$ cat src/logic/port_select_pkg.sv
package port_select_pkg;

  localparam int unsigned ADDR_W = 32;
  localparam int unsigned DATA_W = 32;
  localparam int unsigned PA_W   = 4;

  // Register byte offsets
  localparam logic [7:0] OFS_CTRL    = 8'h00;
  localparam logic [7:0] OFS_STATUS  = 8'h04;
  localparam logic [7:0] OFS_XFER    = 8'h08;
  localparam logic [7:0] OFS_RXDATA  = 8'h0c;
  localparam logic [7:0] OFS_PRIMARY = 8'h14;

  // Transfer register fields
  localparam int unsigned XF_DATA_LSB = 0;
  localparam int unsigned XF_PA_LSB   = 16;
  localparam int unsigned XF_HASPA    = 20;
  localparam int unsigned XF_INPUT    = 21;

  // Control register fields
  localparam int unsigned CT_HSOUT_LSB = 0;

  localparam logic [PA_W-1:0] PRIMARY_RST = 4'h0;
  localparam int unsigned     FIFO_DEPTH  = 16;
  localparam int unsigned     FIFO_WIDTH  = 22;

  localparam logic [1:0] RESP_OKAY   = 2'b00;
  localparam logic [1:0] RESP_SLVERR = 2'b10;

  typedef enum logic [1:0] {
    KIND_BIDIR_SMALL = 2'b00,
    KIND_SPLIT       = 2'b01,
    KIND_OUT_ONLY    = 2'b10,
    KIND_BIDIR_LARGE = 2'b11
  } port_kind_t;

endpackage

$ cat src/logic/sync_fifo.sv
`timescale 1ns/1ps
module sync_fifo #(
  parameter int unsigned WIDTH = 22,
  parameter int unsigned DEPTH = 16
) (
  input  wire logic             aclk,
  input  wire logic             aresetn,
  input  wire logic [WIDTH-1:0] in_data,
  input  wire logic             in_valid,
  output logic                  in_ready,
  output logic [WIDTH-1:0]      out_data,
  output logic                  out_valid,
  input  wire logic             out_ready
);
  localparam int unsigned AW = $clog2(DEPTH);

  typedef struct packed {
    logic [AW:0] wp;
    logic [AW:0] rp;
  } fifo_state_t;

  fifo_state_t      st_r;
  fifo_state_t      st_nxt;
  logic [WIDTH-1:0] mem [DEPTH];
  logic [AW:0]      fill;

  assign fill      = st_r.wp - st_r.rp;
  assign in_ready  = fill != (AW + 1)'(DEPTH);
  assign out_valid = fill != '0;
  assign out_data  = mem[st_r.rp[AW-1:0]];

  always_comb begin
    st_nxt = st_r;
    if (in_valid && in_ready) begin
      st_nxt.wp = st_r.wp + 1'b1;
    end
    if (out_valid && out_ready) begin
      st_nxt.rp = st_r.rp + 1'b1;
    end
  end

  always_ff @(posedge aclk) begin
    if (!aresetn) begin
      st_r <= '0;
    end else begin
      st_r <= st_nxt;
    end
    if (in_valid && in_ready) begin
      mem[st_r.wp[AW-1:0]] <= in_data;
    end
  end
endmodule

$ cat src/logic/parallel_port_address_select.sv
// Implementation choices: the AXI4-Lite interface to the registers and the register offsets.
`timescale 1ns/1ps
// What this block does
// - Addresses 00 and 01 give bidirectional small-drive ports A and B, each with its own handshake pair and direction line.
// - Address 02 reads port A and drives port C on the A pair; address 03 reads port B and drives port D on the B pair.
// - Addresses 04 and 05 give output-only ports C and D on general control/sense zero and one, with no direction line.
// - Address 06 joins ports A and C as one large-drive bidirectional port on the A pair, and 07 joins B and D on the B pair.
// - The direction line of the active bidirectional port is low while outputting and high while inputting.
// - The primary address carried with each transfer request selects its port type.
// - A request with no primary address reuses the one most recently given.
// - With no address given since reset the default switch setting is used.
// - Writing the primary register sets the current primary address directly.
// - The default switches may pick any byte-wide address and it is loaded at every reset.
// - Byte-wide use offers at most four ports: two bidirectional small-drive and two output-only.
// - Large-drive bidirectional use leaves only two byte ports, as each takes one bidirectional and one output port.
// - Word-wide use allows two ports only as one output-only plus one small-drive bidirectional, otherwise one.
// - Flag lines come from the peripheral, control lines go to it, and output-only ports sense the status line instead.
// - Word addresses 08 to 15 mirror the byte map with low bits on A or C and high bits on B or D; odd ones use the B pair or control one.
module parallel_port_address_select
  import port_select_pkg::*;
(
  input  wire logic                              aclk,
  input  wire logic                              aresetn,
  input  wire logic [port_select_pkg::PA_W-1:0]  default_switch,
  input  wire logic [port_select_pkg::ADDR_W-1:0] s_axi_awaddr,
  input  wire logic                              s_axi_awvalid,
  output logic                                   s_axi_awready,
  input  wire logic [port_select_pkg::DATA_W-1:0] s_axi_wdata,
  input  wire logic [3:0]                        s_axi_wstrb,
  input  wire logic                              s_axi_wvalid,
  output logic                                   s_axi_wready,
  output logic [1:0]                             s_axi_bresp,
  output logic                                   s_axi_bvalid,
  input  wire logic                              s_axi_bready,
  input  wire logic [port_select_pkg::ADDR_W-1:0] s_axi_araddr,
  input  wire logic                              s_axi_arvalid,
  output logic                                   s_axi_arready,
  output logic [port_select_pkg::DATA_W-1:0]     s_axi_rdata,
  output logic [1:0]                             s_axi_rresp,
  output logic                                   s_axi_rvalid,
  input  wire logic                              s_axi_rready,
  input  wire logic [7:0]                        port_a_in,
  output logic [7:0]                             port_a_out,
  output logic [7:0]                             port_a_oe,
  input  wire logic [7:0]                        port_b_in,
  output logic [7:0]                             port_b_out,
  output logic [7:0]                             port_b_oe,
  output logic [7:0]                             port_c_out,
  output logic [7:0]                             port_c_oe,
  output logic [7:0]                             port_d_out,
  output logic [7:0]                             port_d_oe,
  output logic                                   port_a_handshake_out,
  input  wire logic                              port_a_handshake_in,
  output logic                                   port_b_handshake_out,
  input  wire logic                              port_b_handshake_in,
  output logic                                   general_control_zero,
  input  wire logic                              general_sense_zero,
  output logic                                   general_control_one,
  input  wire logic                              general_sense_one,
  output logic                                   port_a_direction_indicator,
  output logic                                   port_b_direction_indicator
);
  import port_select_pkg::*;

  typedef struct packed {
    logic            aw_held;
    logic [7:0]      aw_ofs;
    logic            w_held;
    logic [31:0]     w_data;
    logic            bvalid;
    logic [1:0]      bresp;
    logic            rvalid;
    logic [31:0]     rdata;
    logic [1:0]      rresp;
    logic [PA_W-1:0] primary;
    logic            given;
    logic [3:0]      hs_out;
    logic [15:0]     out_data;
    logic [15:0]     rx_data;
    logic            inputting;
    logic            driving;
    logic [2:0]      sync_a1;
    logic [2:0]      sync_a2;
    logic [2:0]      sync_b1;
    logic [1:0]      flag_a;
    logic            flag_b;
    logic [3:0]      sense;
    logic [15:0]     pin1;
    logic [15:0]     pin2;
    logic [15:0]     pin3;
    logic [15:0]     pin_stable;
  } state_t;

  state_t                  st_r;
  state_t                  st_nxt;
  logic                    boot_r;
  logic [FIFO_WIDTH-1:0]   fifo_out;
  logic                    fifo_valid;
  logic                    fifo_in_ready;
  logic                    fifo_pop;
  logic                    fifo_push;
  logic [PA_W-1:0]         cur_pa;
  port_kind_t              kind;
  logic                    odd;
  logic                    wide;

  // Bits 2:1 pick the port kind in both the byte and word maps
  function automatic port_kind_t kind_of(input logic [PA_W-1:0] pa);
    kind_of = port_kind_t'(pa[2:1]);
  endfunction

  function automatic logic [7:0] merge(input logic [7:0] old, input logic [7:0] nw, input logic [3:0] be,
                                       input int unsigned lane);
    merge = be[lane] ? nw : old;
  endfunction

  // Requests queue behind the bus so software can post a burst of writes
  sync_fifo #(.WIDTH(FIFO_WIDTH), .DEPTH(FIFO_DEPTH)) xfer_fifo (
    .aclk      (aclk),
    .aresetn   (aresetn),
    .in_data   (st_r.w_data[FIFO_WIDTH-1:0]),
    .in_valid  (fifo_push),
    .in_ready  (fifo_in_ready),
    .out_data  (fifo_out),
    .out_valid (fifo_valid),
    .out_ready (fifo_pop)
  );

  // One request applied per cycle; the peripheral handshake itself is software driven
  assign fifo_pop = fifo_valid;
  assign fifo_push = st_r.aw_held && st_r.w_held && !st_r.bvalid
                     && st_r.aw_ofs == OFS_XFER && fifo_in_ready;

  assign cur_pa = st_r.primary;
  assign kind   = kind_of(cur_pa);
  assign odd    = cur_pa[0];
  assign wide   = cur_pa[3];

  always_comb begin
    logic            wr_go;
    logic            wr_ok;
    logic [PA_W-1:0] req_pa;
    wr_go  = 1'b0;
    wr_ok  = 1'b1;
    req_pa = '0;
    st_nxt = st_r;

    if (s_axi_awvalid && s_axi_awready) begin
      st_nxt.aw_held = 1'b1;
      st_nxt.aw_ofs  = s_axi_awaddr[7:0];
    end
    if (s_axi_wvalid && s_axi_wready) begin
      st_nxt.w_held = 1'b1;
      for (int i = 0; i < 4; i++) begin
        st_nxt.w_data[i*8 +: 8] = merge(8'h00, s_axi_wdata[i*8 +: 8], s_axi_wstrb, i);
      end
    end

    // Transfer writes wait for FIFO room, which stalls the write response
    if (st_r.aw_held && st_r.w_held && !st_r.bvalid) begin
      if (st_r.aw_ofs != OFS_XFER || fifo_in_ready) begin
        wr_go = 1'b1;
      end
    end

    if (wr_go) begin
      st_nxt.aw_held = 1'b0;
      st_nxt.w_held  = 1'b0;
      st_nxt.bvalid  = 1'b1;
      unique case (st_r.aw_ofs)
        OFS_CTRL: begin
          st_nxt.hs_out = st_r.w_data[CT_HSOUT_LSB +: 4];
        end
        OFS_PRIMARY: begin
          st_nxt.primary = st_r.w_data[PA_W-1:0];
          st_nxt.given   = 1'b1;
        end
        OFS_XFER: begin
        end
        default: begin
          wr_ok = 1'b0;
        end
      endcase
      st_nxt.bresp = wr_ok ? RESP_OKAY : RESP_SLVERR;
    end
    if (st_r.bvalid && s_axi_bready) begin
      st_nxt.bvalid = 1'b0;
    end

    if (s_axi_arvalid && s_axi_arready) begin
      st_nxt.rvalid = 1'b1;
      st_nxt.rresp  = RESP_OKAY;
      unique case (s_axi_araddr[7:0])
        OFS_CTRL:    st_nxt.rdata = {28'h0000000, st_r.hs_out};
        OFS_STATUS:  st_nxt.rdata = {22'h000000, st_r.given, st_r.inputting, st_r.sense, PA_W'(cur_pa)};
        OFS_RXDATA:  st_nxt.rdata = {16'h0000, st_r.rx_data};
        OFS_PRIMARY: st_nxt.rdata = {28'h0000000, st_r.primary};
        default: begin
          st_nxt.rdata = 32'h00000000;
          st_nxt.rresp = RESP_SLVERR;
        end
      endcase
    end else if (st_r.rvalid && s_axi_rready) begin
      st_nxt.rvalid = 1'b0;
    end

    if (fifo_valid) begin
      req_pa = fifo_out[XF_PA_LSB +: PA_W];
      if (fifo_out[XF_HASPA]) begin
        st_nxt.primary = req_pa;
        st_nxt.given   = 1'b1;
      end
      st_nxt.inputting = fifo_out[XF_INPUT];
      st_nxt.driving   = !fifo_out[XF_INPUT];
      if (!fifo_out[XF_INPUT]) begin
        st_nxt.out_data = fifo_out[XF_DATA_LSB +: 16];
      end
    end
    // Input follows the stable pins every cycle while inputting is set, from the cycle after the request, so early samples can still catch the port driving
    if (st_r.inputting) begin
      st_nxt.rx_data = st_r.pin_stable;
    end

    // Pins cross in through three stages; a change counts when stages two and three agree
    st_nxt.pin1 = {port_b_in, port_a_in};
    st_nxt.pin2 = st_r.pin1;
    st_nxt.pin3 = st_r.pin2;
    if (st_r.pin3 == st_r.pin2) begin
      st_nxt.pin_stable = st_r.pin3;
    end
    st_nxt.sync_a1 = {general_sense_zero, port_a_handshake_in, general_sense_one};
    st_nxt.sync_a2 = st_r.sync_a1;
    st_nxt.sync_b1 = st_r.sync_a2;
    for (int i = 0; i < 3; i++) begin
      if (st_r.sync_a2[i] == st_r.sync_b1[i]) begin
        st_nxt.sense[i] = st_r.sync_b1[i];
      end
    end
    st_nxt.flag_a = {st_r.flag_a[0], port_b_handshake_in};
    st_nxt.flag_b = st_r.flag_a[1];
    if (st_r.flag_a[1] == st_r.flag_b) begin
      st_nxt.sense[3] = st_r.flag_b;
    end
  end

  assign s_axi_awready = !st_r.aw_held && !st_r.bvalid;
  assign s_axi_wready  = !st_r.w_held && !st_r.bvalid;
  assign s_axi_bvalid  = st_r.bvalid;
  assign s_axi_bresp   = st_r.bresp;
  assign s_axi_arready = !st_r.rvalid;
  assign s_axi_rvalid  = st_r.rvalid;
  assign s_axi_rdata   = st_r.rdata;
  assign s_axi_rresp   = st_r.rresp;

  always_ff @(posedge aclk) begin
    if (!aresetn) begin
      st_r   <= '0;
      boot_r <= 1'b1;
    end else begin
      st_r   <= st_nxt;
      boot_r <= 1'b0;
      if (boot_r) begin
        st_r.primary <= {1'b0, default_switch[2:0]};
      end
    end
  end

  // Pin steering; unselected roles idle low with enables off, except the direction lines, which idle high
  always_comb begin
    logic       dir_out;
    logic [7:0] lo;
    logic [7:0] hi;
    dir_out = st_r.driving;
    lo = st_r.out_data[7:0];
    hi = wide ? st_r.out_data[15:8] : st_r.out_data[7:0];
    port_a_out = 8'h00;
    port_a_oe  = 8'h00;
    port_b_out = 8'h00;
    port_b_oe  = 8'h00;
    port_c_out = 8'h00;
    port_c_oe  = 8'h00;
    port_d_out = 8'h00;
    port_d_oe  = 8'h00;
    port_a_handshake_out = 1'b0;
    port_b_handshake_out = 1'b0;
    general_control_zero = 1'b0;
    general_control_one  = 1'b0;
    port_a_direction_indicator = 1'b1;
    port_b_direction_indicator = 1'b1;
    unique case (kind)
      KIND_BIDIR_SMALL: begin
        if (wide || !odd) begin
          port_a_out = lo;
          port_a_oe  = {8{dir_out}};
        end
        if (wide || odd) begin
          port_b_out = hi;
          port_b_oe  = {8{dir_out}};
        end
      end
      KIND_SPLIT: begin
        if (wide || !odd) begin
          port_c_out = lo;
          port_c_oe  = {8{dir_out}};
        end
        if (wide || odd) begin
          port_d_out = hi;
          port_d_oe  = {8{dir_out}};
        end
      end
      KIND_OUT_ONLY: begin
        if (wide || !odd) begin
          port_c_out = lo;
          port_c_oe  = {8{dir_out}};
        end
        if (wide || odd) begin
          port_d_out = hi;
          port_d_oe  = {8{dir_out}};
        end
      end
      KIND_BIDIR_LARGE: begin
        if (wide || !odd) begin
          port_c_oe = dir_out ? ~lo : 8'h00;
        end
        if (wide || odd) begin
          port_d_oe = dir_out ? ~hi : 8'h00;
        end
      end
    endcase
    if (kind == KIND_OUT_ONLY) begin
      general_control_zero = !odd && st_r.hs_out[2];
      general_control_one  = odd && st_r.hs_out[3];
    end else if (odd) begin
      port_b_handshake_out = st_r.hs_out[1];
      port_b_direction_indicator = !dir_out;
    end else begin
      port_a_handshake_out = st_r.hs_out[0];
      port_a_direction_indicator = !dir_out;
    end
  end

  // Port counts follow from one address driving one set of roles at a time
endmodule

$ cat config.mk
export PLATFORM = sky130hd
export DESIGN_NAME = parallel_port_address_select
export DESIGN_NICKNAME = d
export VERILOG_FILES = /design/src/logic/port_select_pkg.sv /design/src/logic/sync_fifo.sv /design/src/logic/parallel_port_address_select.sv
export SDC_FILE = /design/constraint.sdc
export NUM_CORES = 1
export LEC_CHECK = 0
export BUFFER_PORTS_ARGS = -buffer_cell sky130_fd_sc_hd__buf_2
export CAP_MARGIN = 40
export CORE_AREA = 2 2 205 308
export DETAILED_ROUTE_END_ITERATION = 6
export DIE_AREA = 0 0 207 310
export GPL_TIMING_DRIVEN = 0
export HOLD_SLACK_MARGIN = 0.02
export REMOVE_ABC_BUFFERS = 1
export SLEW_MARGIN = 20
export SYNTH_ARGS = -nofsm -noshare
export SYNTH_HDL_FRONTEND = slang
export SYNTH_SLANG_ARGS = --single-unit
export TNS_END_PERCENT = 30
$ cat constraint.sdc
create_clock -name aclk -period 11 [get_ports aclk]
set_input_delay 1.65 -clock aclk [delete_from_list [all_inputs] [get_ports aclk]]
set_output_delay 1.65 -clock aclk [all_outputs]
set_load 0.01 [all_outputs]
==> results summary, run 1 <==
The run finished with clean final reports. The multi-input combinational cells in the finished layout cover a total of between 0.006 and 0.007 mm². The post-route worst setup slack is 6360 ps.

The area occupied by registers came out at roughly 0.014 mm². The overall die width is ~210 µm. The fraction of layout instances using a drive strength above 1 is 0.261. The required time reported for the critical path endpoint came out at 9350 ps. The share of flip-flops with an asynchronous set or reset after synthesis came out at 0. The number of warning messages in the yosys log is 0. In this run the remaining antenna-violating nets after routing total 0. The clock buffer count from CTS came out at 48. The area inside the core boundary is 0.0617 mm². The number of antenna violations at the first check in global routing came out at 0. The proportion of synthesized chip area in sequential cells is 0.675. The total wire length after detailed routing came out at around 50 mm. The count of final hold-check violations came to 0.

The flop and latch count out of synthesis is around 540. The launching point of the worst reg2reg path is xfer_fifo.st_r[1]. The global router's overall resource usage is 0.151. The minimum hold slack came out at 435 ps. Counting every instance in the synthesized netlist gives ~1400. The wire length of the first global-routing pass came out at 73.9 mm. The insertion delay of the later-clocked pin in the worst-skew pair came out at around 580 ps. The final setup skew came out at ~21 ps. The clock-pin transition on the worst setup and hold timing paths came out at around 70 ps. The share of power burned in the clock network came out at 0.351. Of the total power, the share spent switching nets is 0.263.

The first-pass detailed-route iteration total came out at 7. The upper clock frequency limit is 215 MHz. The clock passes through at most 3 buffers. The portion of the clock cycle consumed by the worst path in the final layout is 0.422. The number of rows in the core area is 112.

For this design the static power due to leakage is around 9 nW. The total vias in the final route is 12000. The number of hold buffers added after CTS is 0. Setup violations remaining at the end of the flow were counted as 0.

The number of cells traversed by the worst register-to-register path came out at 9. The total number of H-tree levels came out at 2. Of all nets on the critical path, the largest fanout is 26.

The count of port buffers added during placement came out at approximately 160. The worst setup timing slack at the placement stage came out at 6940 ps. The total die area came out at 0.0642 mm². The class of the tightest hold or removal check is flop to flop.

The detail-routed via count per cell is 5.02. The cell area power density is roughly 200 mW/mm². In this run, synthesis inferred 352 flip-flops with an integrated enable. The transition at the pin with the smallest max-transition slack came out at 809 ps. The number of I/O pins is 242. The power consumption came out at 5.00 mW. The estimated wirelength of the detail-placed design came out at 32.6 mm. TritonCTS built the clock tree. The internal power summed over all cells is 3.68 mW. The initial utilization of the core area, before any placement, comes to 0.345. The number of global-route vias before repair is 12200. The max-capacitance violation count came out at 0. The cell area after synthesis came out at 0.0213 mm². The post-cts resize count is 0. After routing, the total negative slack on setup checks comes to 0 ps. The net count of the finished layout is 1688. Across the VDD grid, the largest voltage drop is 0.131 mV. The global placement routability congestion came out at 0.821. The CTS root buffer is sky130_fd_sc_hd__clkbuf_16. The synthesis-to-finish area growth came out at 16.4%. The fill cell instance count of the final layout came out at 5593. The tightest slew margin relative to the limit came out at 0.456. Setup repair after global routing left no endpoint under its margin. The global-route congestion overflow total is 0. The worst register-to-register path ends at xfer_fifo.mem[3][7].

The pin count of the biggest net entering global routing came out at 84. The final core utilization is 0.402. STA puts the critical path data arrival time at 2990 ps.

Following the worst setup path forward leads to its endpoint at port_c_oe[5]. The timing startpoint of the critical path is cur_pa[3]. The count of buffers added by post-CTS timing repair for setup is 0. 0 antenna diodes ended up in the layout. The clock net sink count came out at 542. The clock period could shrink to 4640 ps. The flop-to-flop setup slack came out at 7580 ps. The worst setup path is of the flop to output port kind. The average instance area after synthesis is 15.0 µm². The combinational share of power came out at 0.180. The height of the die came out at 310 µm. The worst setup path is captured at an output port. The worst setup path is launched from a flop. The number of slew-limit violations in the final report was 0. For this run, the leading register cell type out of synthesis is sky130_fd_sc_hd__edfxtp_1. The reported net switching power is 1.31 mW. The number of DRC markers in iteration 0 came out at 962. Dividing the detail-routed wire length by the instance count gives 20.5 µm. The number of DRC violations after detailed routing came out at 0. The distinct cell type count after synthesis is 53. Of the total power, registers draw 0.470.
flip-flops by register name, indices dropped and copies added (netlist names), named ones only:
| register | cells |
|---|---|
| boot_r | 1 |
| cur_pa | 4 |
| s_axi_bresp | 1 |
| s_axi_bvalid | 1 |
| s_axi_rdata | 16 |
| s_axi_rresp | 1 |
| s_axi_rvalid | 1 |
| st_nxt | 40 |
| st_r | 111 |
| xfer_fifo.mem | 352 |
| xfer_fifo.st_r | 10 |
per-layer routing:
metal | share of wire | GRT usage | wire length, µm
met1 | 0.39 | 0.176 | 19300
met2 | 0.54 | 0.285 | 26200
met3 | 0.047 | 0.0206 | 2290
met4 | 0.022 | 0.0475 | 1090
met5 | 0 | 0 | 0
cells by family after synthesis:
group / synth area share
fa+ha+maj: 0.00705
buf+inv: 0.0396
other cells: 0.000176
xor+xnor: 0.00987
flops: 0.675
simple gates: 0.0879
mux: 0.134
compound gates: 0.0462
cell type report:
| cell class | count | area share |
|---|---|---|
| multi-input combinational | 737 | 0.250 |
| inverter | 24 | 0.00404 |
| tap | 798 | 0.0403 |
| clock inverter | 26 | 0.0125 |
| timing repair buffer | 192 | 0.0587 |
| clock buffer | 64 | 0.0546 |
| sequential | 542 | 0.580 |
per-stage QoR:
step	std cells	cell area, µm²
floorplan	1303	20600
global placement	2264	22400
detailed placement	2293	23100
CTS	2383	24800
global route	2383	24800
finish	2383	24800
worst max-delay path: stages, from the launching register on:
cell and delay [ps]:
sky130_fd_sc_hd__dfxtp_1 800, sky130_fd_sc_hd__inv_1 250, sky130_fd_sc_hd__nand2_1 570, sky130_fd_sc_hd__nand3b_1 420, sky130_fd_sc_hd__nor2_1 220, sky130_fd_sc_hd__buf_2 150
worst min path at each step:
stage | start | endpoint | slack, ps | cells past startpoint
floorplan | st_nxt[32] | st_nxt[16] | 410 | 1
global placement | st_nxt[75] | st_nxt[72] | 420 | 1
detailed placement | st_nxt[36] | st_nxt[20] | 420 | 1
CTS | st_nxt[36] | st_nxt[20] | 440 | 1
global route | st_nxt[76] | st_nxt[73] | 450 | 1
finish | st_nxt[35] | st_nxt[19] | 440 | 1
cell usage after synthesis (3+ instances only):
library cell / count / area share
sky130_fd_sc_hd__o22ai_1: 4 / 0.0012
sky130_fd_sc_hd__o211ai_1: 9 / 0.0032
sky130_fd_sc_hd__a221oi_1: 7 / 0.0029
sky130_fd_sc_hd__xnor2_1: 5 / 0.0021
sky130_fd_sc_hd__o21ai_1: 9 / 0.0021
sky130_fd_sc_hd__clkbuf_1: 55 / 0.0097
sky130_fd_sc_hd__mux2i_1: 41 / 0.019
sky130_fd_sc_hd__or2_0: 3 / 0.00088
sky130_fd_sc_hd__a22oi_1: 16 / 0.0056
sky130_fd_sc_hd__o31ai_1: 3 / 0.0011
sky130_fd_sc_hd__nand2_1: 74 / 0.013
sky130_fd_sc_hd__inv_1: 22 / 0.0039
sky130_fd_sc_hd__buf_2: 16 / 0.0038
sky130_fd_sc_hd__dfxtp_1: 190 / 0.18
sky130_fd_sc_hd__and3_1: 33 / 0.0097
sky130_fd_sc_hd__nor2_1: 81 / 0.014
sky130_fd_sc_hd__or3_1: 3 / 0.00088
sky130_fd_sc_hd__xor2_1: 19 / 0.0078
sky130_fd_sc_hd__and2_1: 84 / 0.025
sky130_fd_sc_hd__nor3_1: 9 / 0.0021
sky130_fd_sc_hd__buf_6: 4 / 0.0021
sky130_fd_sc_hd__edfxtp_1: 352 / 0.50
sky130_fd_sc_hd__nand3b_1: 4 / 0.0014
sky130_fd_sc_hd__nand3_1: 48 / 0.011
sky130_fd_sc_hd__o31a_1: 3 / 0.0012
sky130_fd_sc_hd__ha_1: 12 / 0.0070
sky130_fd_sc_hd__o21ai_0: 26 / 0.0061
sky130_fd_sc_hd__nor2b_1: 8 / 0.0023
sky130_fd_sc_hd__mux2_2: 6 / 0.0032
sky130_fd_sc_hd__a21oi_1: 74 / 0.017
sky130_fd_sc_hd__buf_4: 52 / 0.018
sky130_fd_sc_hd__mux4_2: 106 / 0.11
sky130_fd_sc_hd__o21a_1: 5 / 0.0018
sky130_fd_sc_hd__nor4_1: 8 / 0.0023
layout by cell type (no fill, tap or decap), types with 18 or more instances in the layout:
| cell type | netlist | final |
|---|---|---|
| sky130_fd_sc_hd__edfxtp_1 | 352 | 352 |
| sky130_fd_sc_hd__dfxtp_1 | 190 | 186 |
| sky130_fd_sc_hd__buf_2 | 16 | 163 |
| sky130_fd_sc_hd__mux4_2 | 106 | 106 |
| sky130_fd_sc_hd__and2_1 | 84 | 83 |
| sky130_fd_sc_hd__nor2_1 | 81 | 80 |
| sky130_fd_sc_hd__a21oi_1 | 74 | 74 |
| sky130_fd_sc_hd__nand2_1 | 74 | 73 |
| sky130_fd_sc_hd__clkbuf_16 | 0 | 50 |
| sky130_fd_sc_hd__nand3_1 | 48 | 48 |
| sky130_fd_sc_hd__mux2i_1 | 41 | 41 |
| sky130_fd_sc_hd__o21ai_0 | 26 | 26 |
| sky130_fd_sc_hd__inv_1 | 22 | 22 |
| sky130_fd_sc_hd__and3_1 | 33 | 20 |
| sky130_fd_sc_hd__xor2_1 | 19 | 19 |
| sky130_fd_sc_hd__conb_1 | 1 | 18 |
power by group through the flow:
stage | Combinational, mW | Sequential, mW | Clock, mW
floorplan | 0.610 | 2.41 | 0
global placement | 0.834 | 2.49 | 0
detailed placement | 0.908 | 2.40 | 0
CTS | 0.911 | 2.35 | 1.79
global route | 0.969 | 2.37 | 1.87
finish | 0.897 | 2.35 | 1.75
Note: power is estimated with default switching activity, not from simulation.
==> inputs of run 2 (changes only) <==
- clock period: 11 -> 3.8 ns (I/O delays scaled with it)
==> run 2 against run 1 <==
  * Total power increased to 2.9 times the previous value
  * Sequential share of layout area barely moved
  * Sequential cell count did not move
  * Clock skew grew 0.97 ps
  * Sequential power rose to 2.9 times the previous value
  * Largest cell class unchanged
  * Non-clock buffer count unchanged
==> results summary, run 2 (synthesized netlist as in run 1, its figures left out) <==
The run finished with clean final reports. The first-pass detailed-route iteration total is 6 (-1). The detail-routed via count per cell came out at 5.00 (-0.27%). The height of the die came out at 310 µm (unchanged).

The count of final hold-check violations came out at 0 (unchanged). In this run the worst setup path begins at xfer_fifo.st_r[1]. The total cell area at the placement stage came to 0.0231 mm² (unchanged). The clock buffer count from CTS came out at 48 (unchanged). The count of nets left with antenna violations after detail routing came to 0 (unchanged).

The final number of setup-violating endpoints is 0 (unchanged). TritonCTS built the clock tree. The delay of the slowest critical-path stage is 670 ps (-130 ps). The class of the tightest hold or removal check is primary input to flop. The combinational share of power is 0.180 (about the same). The total wire length after detailed routing is 48.8 mm (-0.16%). The highest-utilization routing layer at the global route stage is met2.

The tree is rooted in a sky130_fd_sc_hd__clkbuf_16. The critical path start-end classification is flop to flop. The transition at the pin with the smallest max-transition slack was 810 ps (+0.692 ps). The worst hold path begins at s_axi_rready. The flip-flop count of the largest register after layout is 352 (unchanged). The required time reported for the critical path endpoint is 4070 ps (-5280 ps). The final critical delay including setup and external delays is 3430 ps. The share of power burned in the clock network is 0.350 (about the same). The fraction of layout instances using a drive strength above 1 was 0.262 (+0.000631).

The estimated wirelength of the detail-placed design was 32.6 mm (unchanged). The number of cells traversed by the worst register-to-register path came to 9 (unchanged). The wire length of the first global-routing pass came out at 73.9 mm (unchanged).

The starting utilization of the core area is 0.345 (unchanged). The number of antenna violations at the first check in global routing came out at 0 (unchanged). The worst setup path is captured at a flop.

Dividing the final minimum period by the clock period gives 0.902. The minimum hold slack is 180 ps (-255 ps). The number of nets in the finished design was 1688 (unchanged).

The reported net switching power is 3.81 mW (+190%). The number of buffers and inverters on the critical path came out at 3 (+1). The upper clock frequency limit came out at between 200 and 300 MHz. The count of antenna diodes in the layout came out at 0 (unchanged).

The clock-pin transition on the worst setup and hold timing paths is 70 ps (about the same). The number of rows in the core area was 112 (unchanged). The maximum fanout encountered on the critical timing path is 7 (-73%). Setup repair after global routing left no endpoint under its margin.

The pin count of the biggest net entering global routing came out at 84 (unchanged). The total die area was 0.0642 mm² (unchanged). The number of slew-limit violations in the final report came out at 0 (unchanged). The count of port buffers added during placement is 163 (unchanged). The internal power summed over all cells is 10.7 mW (+190%).

The fill cell instance count of the final layout came out at 5594 (+0.018%). The worst-case vdd ir drop came out at 0.379 mV (+190%). The launching point of the worst reg2reg path is xfer_fifo.st_r[1]. The number of DRC markers in iteration 0 came out at 964 (+0.21%). The global placement routability congestion came out at 0.821 (unchanged). The largest individual stage delay along the critical path comes from the cell sky130_fd_sc_hd__nor3_2.

The path length in cells of the critical path came out at 9 (+4). The switching power share of the total came out at 0.263 (about the same). The global-route congestion overflow total is 0 (unchanged). The max-capacitance violation count is 0 (unchanged). The synthesis-to-finish area growth is 16.4% (about the same). The static power due to leakage came out at 8.89 nW (about the same).

The total vias in the final route is 11900 (-0.27%). The global-route track usage on met3 came out at 0.0206 (unchanged). The library cell used most frequently in the layout, excluding fill and tap cells, is sky130_fd_sc_hd__edfxtp_1.

The maximum clock insertion buffer count came out at 3 (unchanged). The area inside the core boundary came out at 0.0617 mm² (unchanged). The area of all placed cells without fillers came to 0.0248 mm² (about the same). The total number of H-tree levels is 2 (unchanged). The clock net sink count came out at 542 (unchanged).

Traced cell by cell, the critical path runs through inv_1, ha_1, nor2b_1, o31a_1, nor3_1, o311ai_1, nor3_2, buf_6, buf_4. The global router's overall resource usage is 0.151 (unchanged). The cell area power density was 583 mW/mm² (+190%). The register share of total power came out at 0.470 (about the same). The number of DRC violations after detailed routing came out at 0 (unchanged).

The kind of start point of the critical path is a flop. The number of global-route vias before repair came out at 12200 (unchanged). The final setup skew is 22.0 ps (+0.967 ps). In the layout the commonest cells are sky130_fd_sc_hd__edfxtp_1 (352), sky130_fd_sc_hd__dfxtp_1 (186), sky130_fd_sc_hd__buf_2 (163), sky130_fd_sc_hd__mux4_2 (106), sky130_fd_sc_hd__and2_1 (83). The setup TNS is 0 ps (unchanged). The global-route track usage on met2 was 0.285 (unchanged). The insertion delay of the later-clocked pin in the worst-skew pair was 580 ps (about the same). The cell count of the worst hold path is 2 (+1).

The number of hold buffers added after CTS came out at 0 (unchanged). The number of I/O pins came out at 242 (unchanged). Grouping stages by cell kind, the critical path spends the most delay in simple AND/OR/NAND/NOR gates.

The met1 track demand over resource in global routing came to 0.176 (unchanged). The arrival time of data at the critical path endpoint came out at 3690 ps (+700 ps). The power consumption came to 14.5 mW (+190%). The tightest slew margin relative to the limit came to 0.456 (-0.000465). The average wire per standard cell came out at 20.5 µm (-0.16%). The overall die width is 207 µm (unchanged).
-- run 2: cell count changes in the layout (fill, tap and decap cells not counted) --
cell and change:
sky130_fd_sc_hd__nand2_1 -1, sky130_fd_sc_hd__nand2_2 +1
-- run 2: final cells by class --
type	count	area, µm²	area share
clock inverters	26	309	0.0125
multi-input cells	737	6200	0.250
clock buffers	64	1350	0.0546
repair buffers	192	1460	0.0587
inverters	24	100	0.00404
well taps	798	998	0.0403
flip-flops and latches	542	14400	0.580
-- run 2: routing by layer --
layer  part of all wire  routed length [µm]
met1               0.39               19100
met2               0.54               26200
met3              0.047                2290
met4              0.022                1090
met5                  0                   0
-- run 2: through the flow --
| step | util | setup slack, ps | instances |
|---|---|---|---|
| floorplan | - | -1700 | 1303 |
| global placement | 0.364 | -3670 | 2264 |
| detailed placement | 0.375 | 435 | 2293 |
| CTS | 0.402 | 190 | 2383 |
| global route | 0.402 | 193 | 2383 |
| finish | 0.402 | 372 | 2383 |
-- run 2: worst reg2reg max path, cell delays in order (launching register included) --
cell and delay (ps):
sky130_fd_sc_hd__dfxtp_1 390, sky130_fd_sc_hd__inv_1 70, sky130_fd_sc_hd__ha_1 320, sky130_fd_sc_hd__nor2b_1 180, sky130_fd_sc_hd__o31a_1 310, sky130_fd_sc_hd__nor3_1 410
sky130_fd_sc_hd__o311ai_1 320, sky130_fd_sc_hd__nor3_2 670, sky130_fd_sc_hd__buf_6 240, sky130_fd_sc_hd__buf_4 210
-- run 2: worst paths after layout --
path,to,slack (ps)
max,xfer_fifo.mem[3][7],370
min,s_axi_rvalid,180
max reg2reg,xfer_fifo.mem[3][7],370
min reg2reg,st_nxt[19],440
-- run 2: power by group through the flow --
stage	clock network [mW]	logic (mW)	registers [mW]
finish	5.07	2.60	6.80
global route	5.41	2.81	6.85
CTS	5.18	2.64	6.81
detailed placement	0	2.63	6.94
global placement	0	2.30	7.17
floorplan	0	1.77	6.97
-- run 2: repair_timing --
action,CTS,global route
buffers inserted,0,0
setup endpoints to repair,0,1
resized for setup,0,1
==> inputs of run 3 (changes only) <==
- ABC_AREA: default -> 1
- CORE_AREA: 2 2 205 308 -> 2 2 208 312
- DIE_AREA: 0 0 207 310 -> 0 0 210 314
==> run 3 against run 2 <==
  * Sequential cell count stayed put
  * Clock power is 3% higher
  * Routed wire length rose by 20%
  * Clock skew decreased by 6.4 ps
  * Sequential power up 1%
  * Synthesized cell count rose by 48%
  * Global-route usage up 2.4 points
  * Worst hold slack worse by 14 ps
  * Synthesized area is 2.9% higher
==> results summary, run 3 <==
The flow ran to the end, and the final reports show no timing, DRC or antenna violations. The number of I/O pins came out at 242 (unchanged). The flop-to-flop setup slack came out at 740 ps (+370 ps). The portion of the clock cycle consumed by the worst path in the final layout came out at 0.966 (+0.0636). The global router's overall resource usage was 0.175 (+0.0242). The class of the tightest hold or removal check is primary input to flop. The fraction of layout instances using a drive strength above 1 is 0.145 (-0.117). In this run the critical register-to-register path is captured at st_r[102]. In this run the worst setup path begins at cur_pa[1].

The starting utilization of the core area is 0.347 (+0.00144). The maximum fanout encountered on the critical timing path is 19 (+12). The non-filler instance count after layout is 3035 (+27%). The global-route congestion overflow total is 0 (unchanged).

The cell area power density came to 618 mW/mm² (+6.0%). The upper clock frequency limit is 272 MHz (-6.6%). The number of hold buffers added after CTS is 0 (unchanged). The final critical delay including setup and external delays is 3670 ps (+242 ps). Yosys instantiated no cell more often than sky130_fd_sc_hd__edfxtp_1. The clock-pin transition on the worst setup and hold timing paths is 60 ps (about the same). The number of warning messages in the yosys log is 0 (unchanged). The distinct cell type count after synthesis came out at 48 (-9.4%).

The tightest slew margin relative to the limit is 0.457 (+0.00120). The wire length of the first global-routing pass came out at 87.9 mm (+19%). The number of global-route vias before repair is 15100 (+24%). The count of mapped cells out of synthesis came to 2090 (+48%). The average instance area after synthesis came out at 10.5 µm² (-30%).

The total vias in the final route is 15500 (+30%). The total number of H-tree levels came out at 2 (unchanged). The count of antenna diodes in the layout was 0 (unchanged). The number of DRC markers in iteration 0 is 1271 (+32%). The number of nets in the finished design came to 2334 (+38%). The arrival time of data at the critical path endpoint is 3100 ps (-590 ps). In the layout the commonest cells are sky130_fd_sc_hd__edfxtp_1 (352), sky130_fd_sc_hd__nor2_1 (306), sky130_fd_sc_hd__nand2_1 (266), sky130_fd_sc_hd__o21ai_0 (231), sky130_fd_sc_hd__dfxtp_1 (186). The flip-flop count of the largest register after layout came out at 352 (unchanged). The required time reported for the critical path endpoint came to 3230 ps (-840 ps).

The number of flops mapped to enable cells by yosys is 352 (unchanged). The number of slew-limit violations in the final report came to 0 (unchanged). The pin count of the biggest net entering global routing was 125 (+49%). Setup repair after global routing left no endpoint under its margin. The top cell type's share of synthesized area came to 0.482 (-0.0141). The number of cells after detailed placement is 2940 (+28%).

The number of DRC violations after detailed routing is 0 (unchanged). The estimated wirelength of the detail-placed design came out at 36.8 mm (+13%). The most frequently used flop master after synthesis is sky130_fd_sc_hd__edfxtp_1. The number of antenna violations at the first check in global routing is 2 (+2). The global placement routability congestion came out at 0.828 (+0.89%).

The cell area after synthesis came out at 0.0219 mm² (+2.9%). The height of the die is 314 µm (+1.3%). By area the synthesized netlist is led by sky130_fd_sc_hd__edfxtp_1 (48%), sky130_fd_sc_hd__dfxtp_1 (17%), sky130_fd_sc_hd__nor2_1 (5.5%), sky130_fd_sc_hd__o21ai_0 (5.3%), sky130_fd_sc_hd__nand2_1 (4.6%). The max-capacitance violation count is 0 (unchanged). The detail-routed via count per cell is 5.12 (+2.3%). STA classifies the critical path endpoint as an output port. The total wire length after detailed routing came to 58.5 mm (+20%). The insertion delay of the later-clocked pin in the worst-skew pair was 580 ps (about the same). The share of flip-flops with an asynchronous set or reset after synthesis came out at 0 (unchanged). The proportion of synthesized chip area in sequential cells was 0.656 (-0.0192). The kind of start point of the critical path is a flop. The flop and latch count out of synthesis came out at 542 (unchanged). The area inside the core boundary is 0.0632 mm² (+2.5%). The overall die width is 210 µm (+1.4%).

The maximum clock insertion buffer count is 3 (unchanged). The count of nets left with antenna violations after detail routing came out at 0 (unchanged). The count of final hold-check violations is 0 (unchanged).

The transition at the pin with the smallest max-transition slack was 808 ps (-1.10 ps). The count of port buffers added during placement came out at 163 (unchanged). The total die area came out at 0.0659 mm² (+2.8%). The first-pass detailed-route iteration total came out at 6 (unchanged). Leaving out fill and tap cells, the most frequent cell in the layout is sky130_fd_sc_hd__edfxtp_1. Clock tree synthesis selected as its root buffer the cell sky130_fd_sc_hd__clkbuf_16. The final number of setup-violating endpoints is 0 (unchanged). The setup TNS is 0 ps (unchanged). sky130_fd_sc_hd__edfxtp_1 takes more of the synthesized area than any other cell. The final setup skew is 15.6 ps (-6.35 ps).

The power consumption was 15.6 mW (+8.1%). The static power due to leakage is 9.67 nW (+8.8%). The critical path is of the flop to output port type. The worst-case vdd ir drop came out at 0.394 mV (+4.0%). The number of rows in the core area came out at 113 (+0.89%). In this run the worst setup path terminates at port_c_oe[4].

The average wire per standard cell is 19.3 µm (-5.8%). Sorting the synthesized cells by how often they occur yields sky130_fd_sc_hd__edfxtp_1 (352), sky130_fd_sc_hd__nor2_1 (322), sky130_fd_sc_hd__nand2_1 (267). The clock buffer count from CTS is 52 (+8.3%). The clock net sink count is 542 (unchanged). The number of cells traversed by the worst register-to-register path is 9 (unchanged). TritonCTS built the clock tree.

The synthesis-to-finish area growth is 15.3%.
-- run 3: changes by cell type in the layout (fill, tap and decap cells not counted), sizes merged, moves of 33 or more --
cell and delta:
mux4 -106, and3 -33, o21ai +234, nand2 +196
nor2 +244, inv +122, mux2i -41, and2 -83
o221ai +38
-- run 3: timing repair --
| item | in CTS | in global routing |
|---|---|---|
| buffers inserted | 0 | 0 |
| setup endpoints to repair | 24 | 0 |
| gates resized for setup | 3 | 0 |
-- run 3: worst max-delay path: stages, from the launching register on --
cell and delay (ps):
sky130_fd_sc_hd__dfxtp_1 370, sky130_fd_sc_hd__inv_1 130, sky130_fd_sc_hd__ha_1 540, sky130_fd_sc_hd__clkinv_2 530, sky130_fd_sc_hd__nand2_1 580, sky130_fd_sc_hd__nor2_1 170
sky130_fd_sc_hd__buf_2 180
-- run 3: power by group --
part | internal [mW] | leakage [nW] | total [mW] | switching [mW]
clock | 3.05 | 0.838 | 5.21 | 2.16
sequential | 6.54 | 4.85 | 6.87 | 0.337
combinational | 1.12 | 3.98 | 3.56 | 2.44
-- run 3: how the worst min path moves through the flow --
stage	depth (start not counted)	slack, ps	start	endpoint
after detailed placement	2	400	st_nxt[47]	st_nxt[31]
after global placement	2	400	st_nxt[47]	st_nxt[31]
after CTS	3	150	port_a_in[6]	st_nxt[38]
after global routing	3	160	port_a_handshake_in	st_nxt[75]
final	3	170	port_b_in[4]	st_nxt[44]
after floorplan	2	390	st_nxt[32]	st_nxt[16]
-- run 3: cell type report --
cell class	instances	area (µm²)
clock buffer	76	1530
clock inverter	17	190
fill	5914	37900
inverter	152	592
multi-input combinational	1249	6130
sequential	542	14400
tap	805	1010
timing repair buffer	194	1460
-- run 3: metrics by stage --
step | hold slack (ps) | utilization | area, µm² | worst slack [ps]
global route | 161 | 0.400 | 25300 | 52.2
floorplan | 390 | - | 20900 | -1840
detailed placement | 397 | 0.373 | 23600 | 288
CTS | 150 | 0.400 | 25300 | 215
finish | 166 | 0.400 | 25300 | 130
global placement | 397 | 0.360 | 22800 | -6120
-- run 3: per-layer routing --
| layer | wire length (µm) | vias to the layer above | track usage |
|---|---|---|---|
| met3 | 4760 | 149 | 0.0356 |
| li1 | - | 7315 | - |
| met2 | 28100 | 632 | 0.300 |
| met4 | 2200 | 4 | 0.0701 |
| met5 | 32 | - | 0 |
| met1 | 23500 | 7430 | 0.216 |
-- run 3: logic make-up (layout without fill, tap and decap cells) --
group | count (synthesis) | after routing | synth area share
other cells | 1 | 18 | 0.000171
flops | 542 | 542 | 0.656
buf+inv | 316 | 439 | 0.0740
fa+ha+maj | 12 | 12 | 0.00685
compound gates | 475 | 475 | 0.120
xor+xnor | 15 | 15 | 0.00599
simple gates | 729 | 729 | 0.137
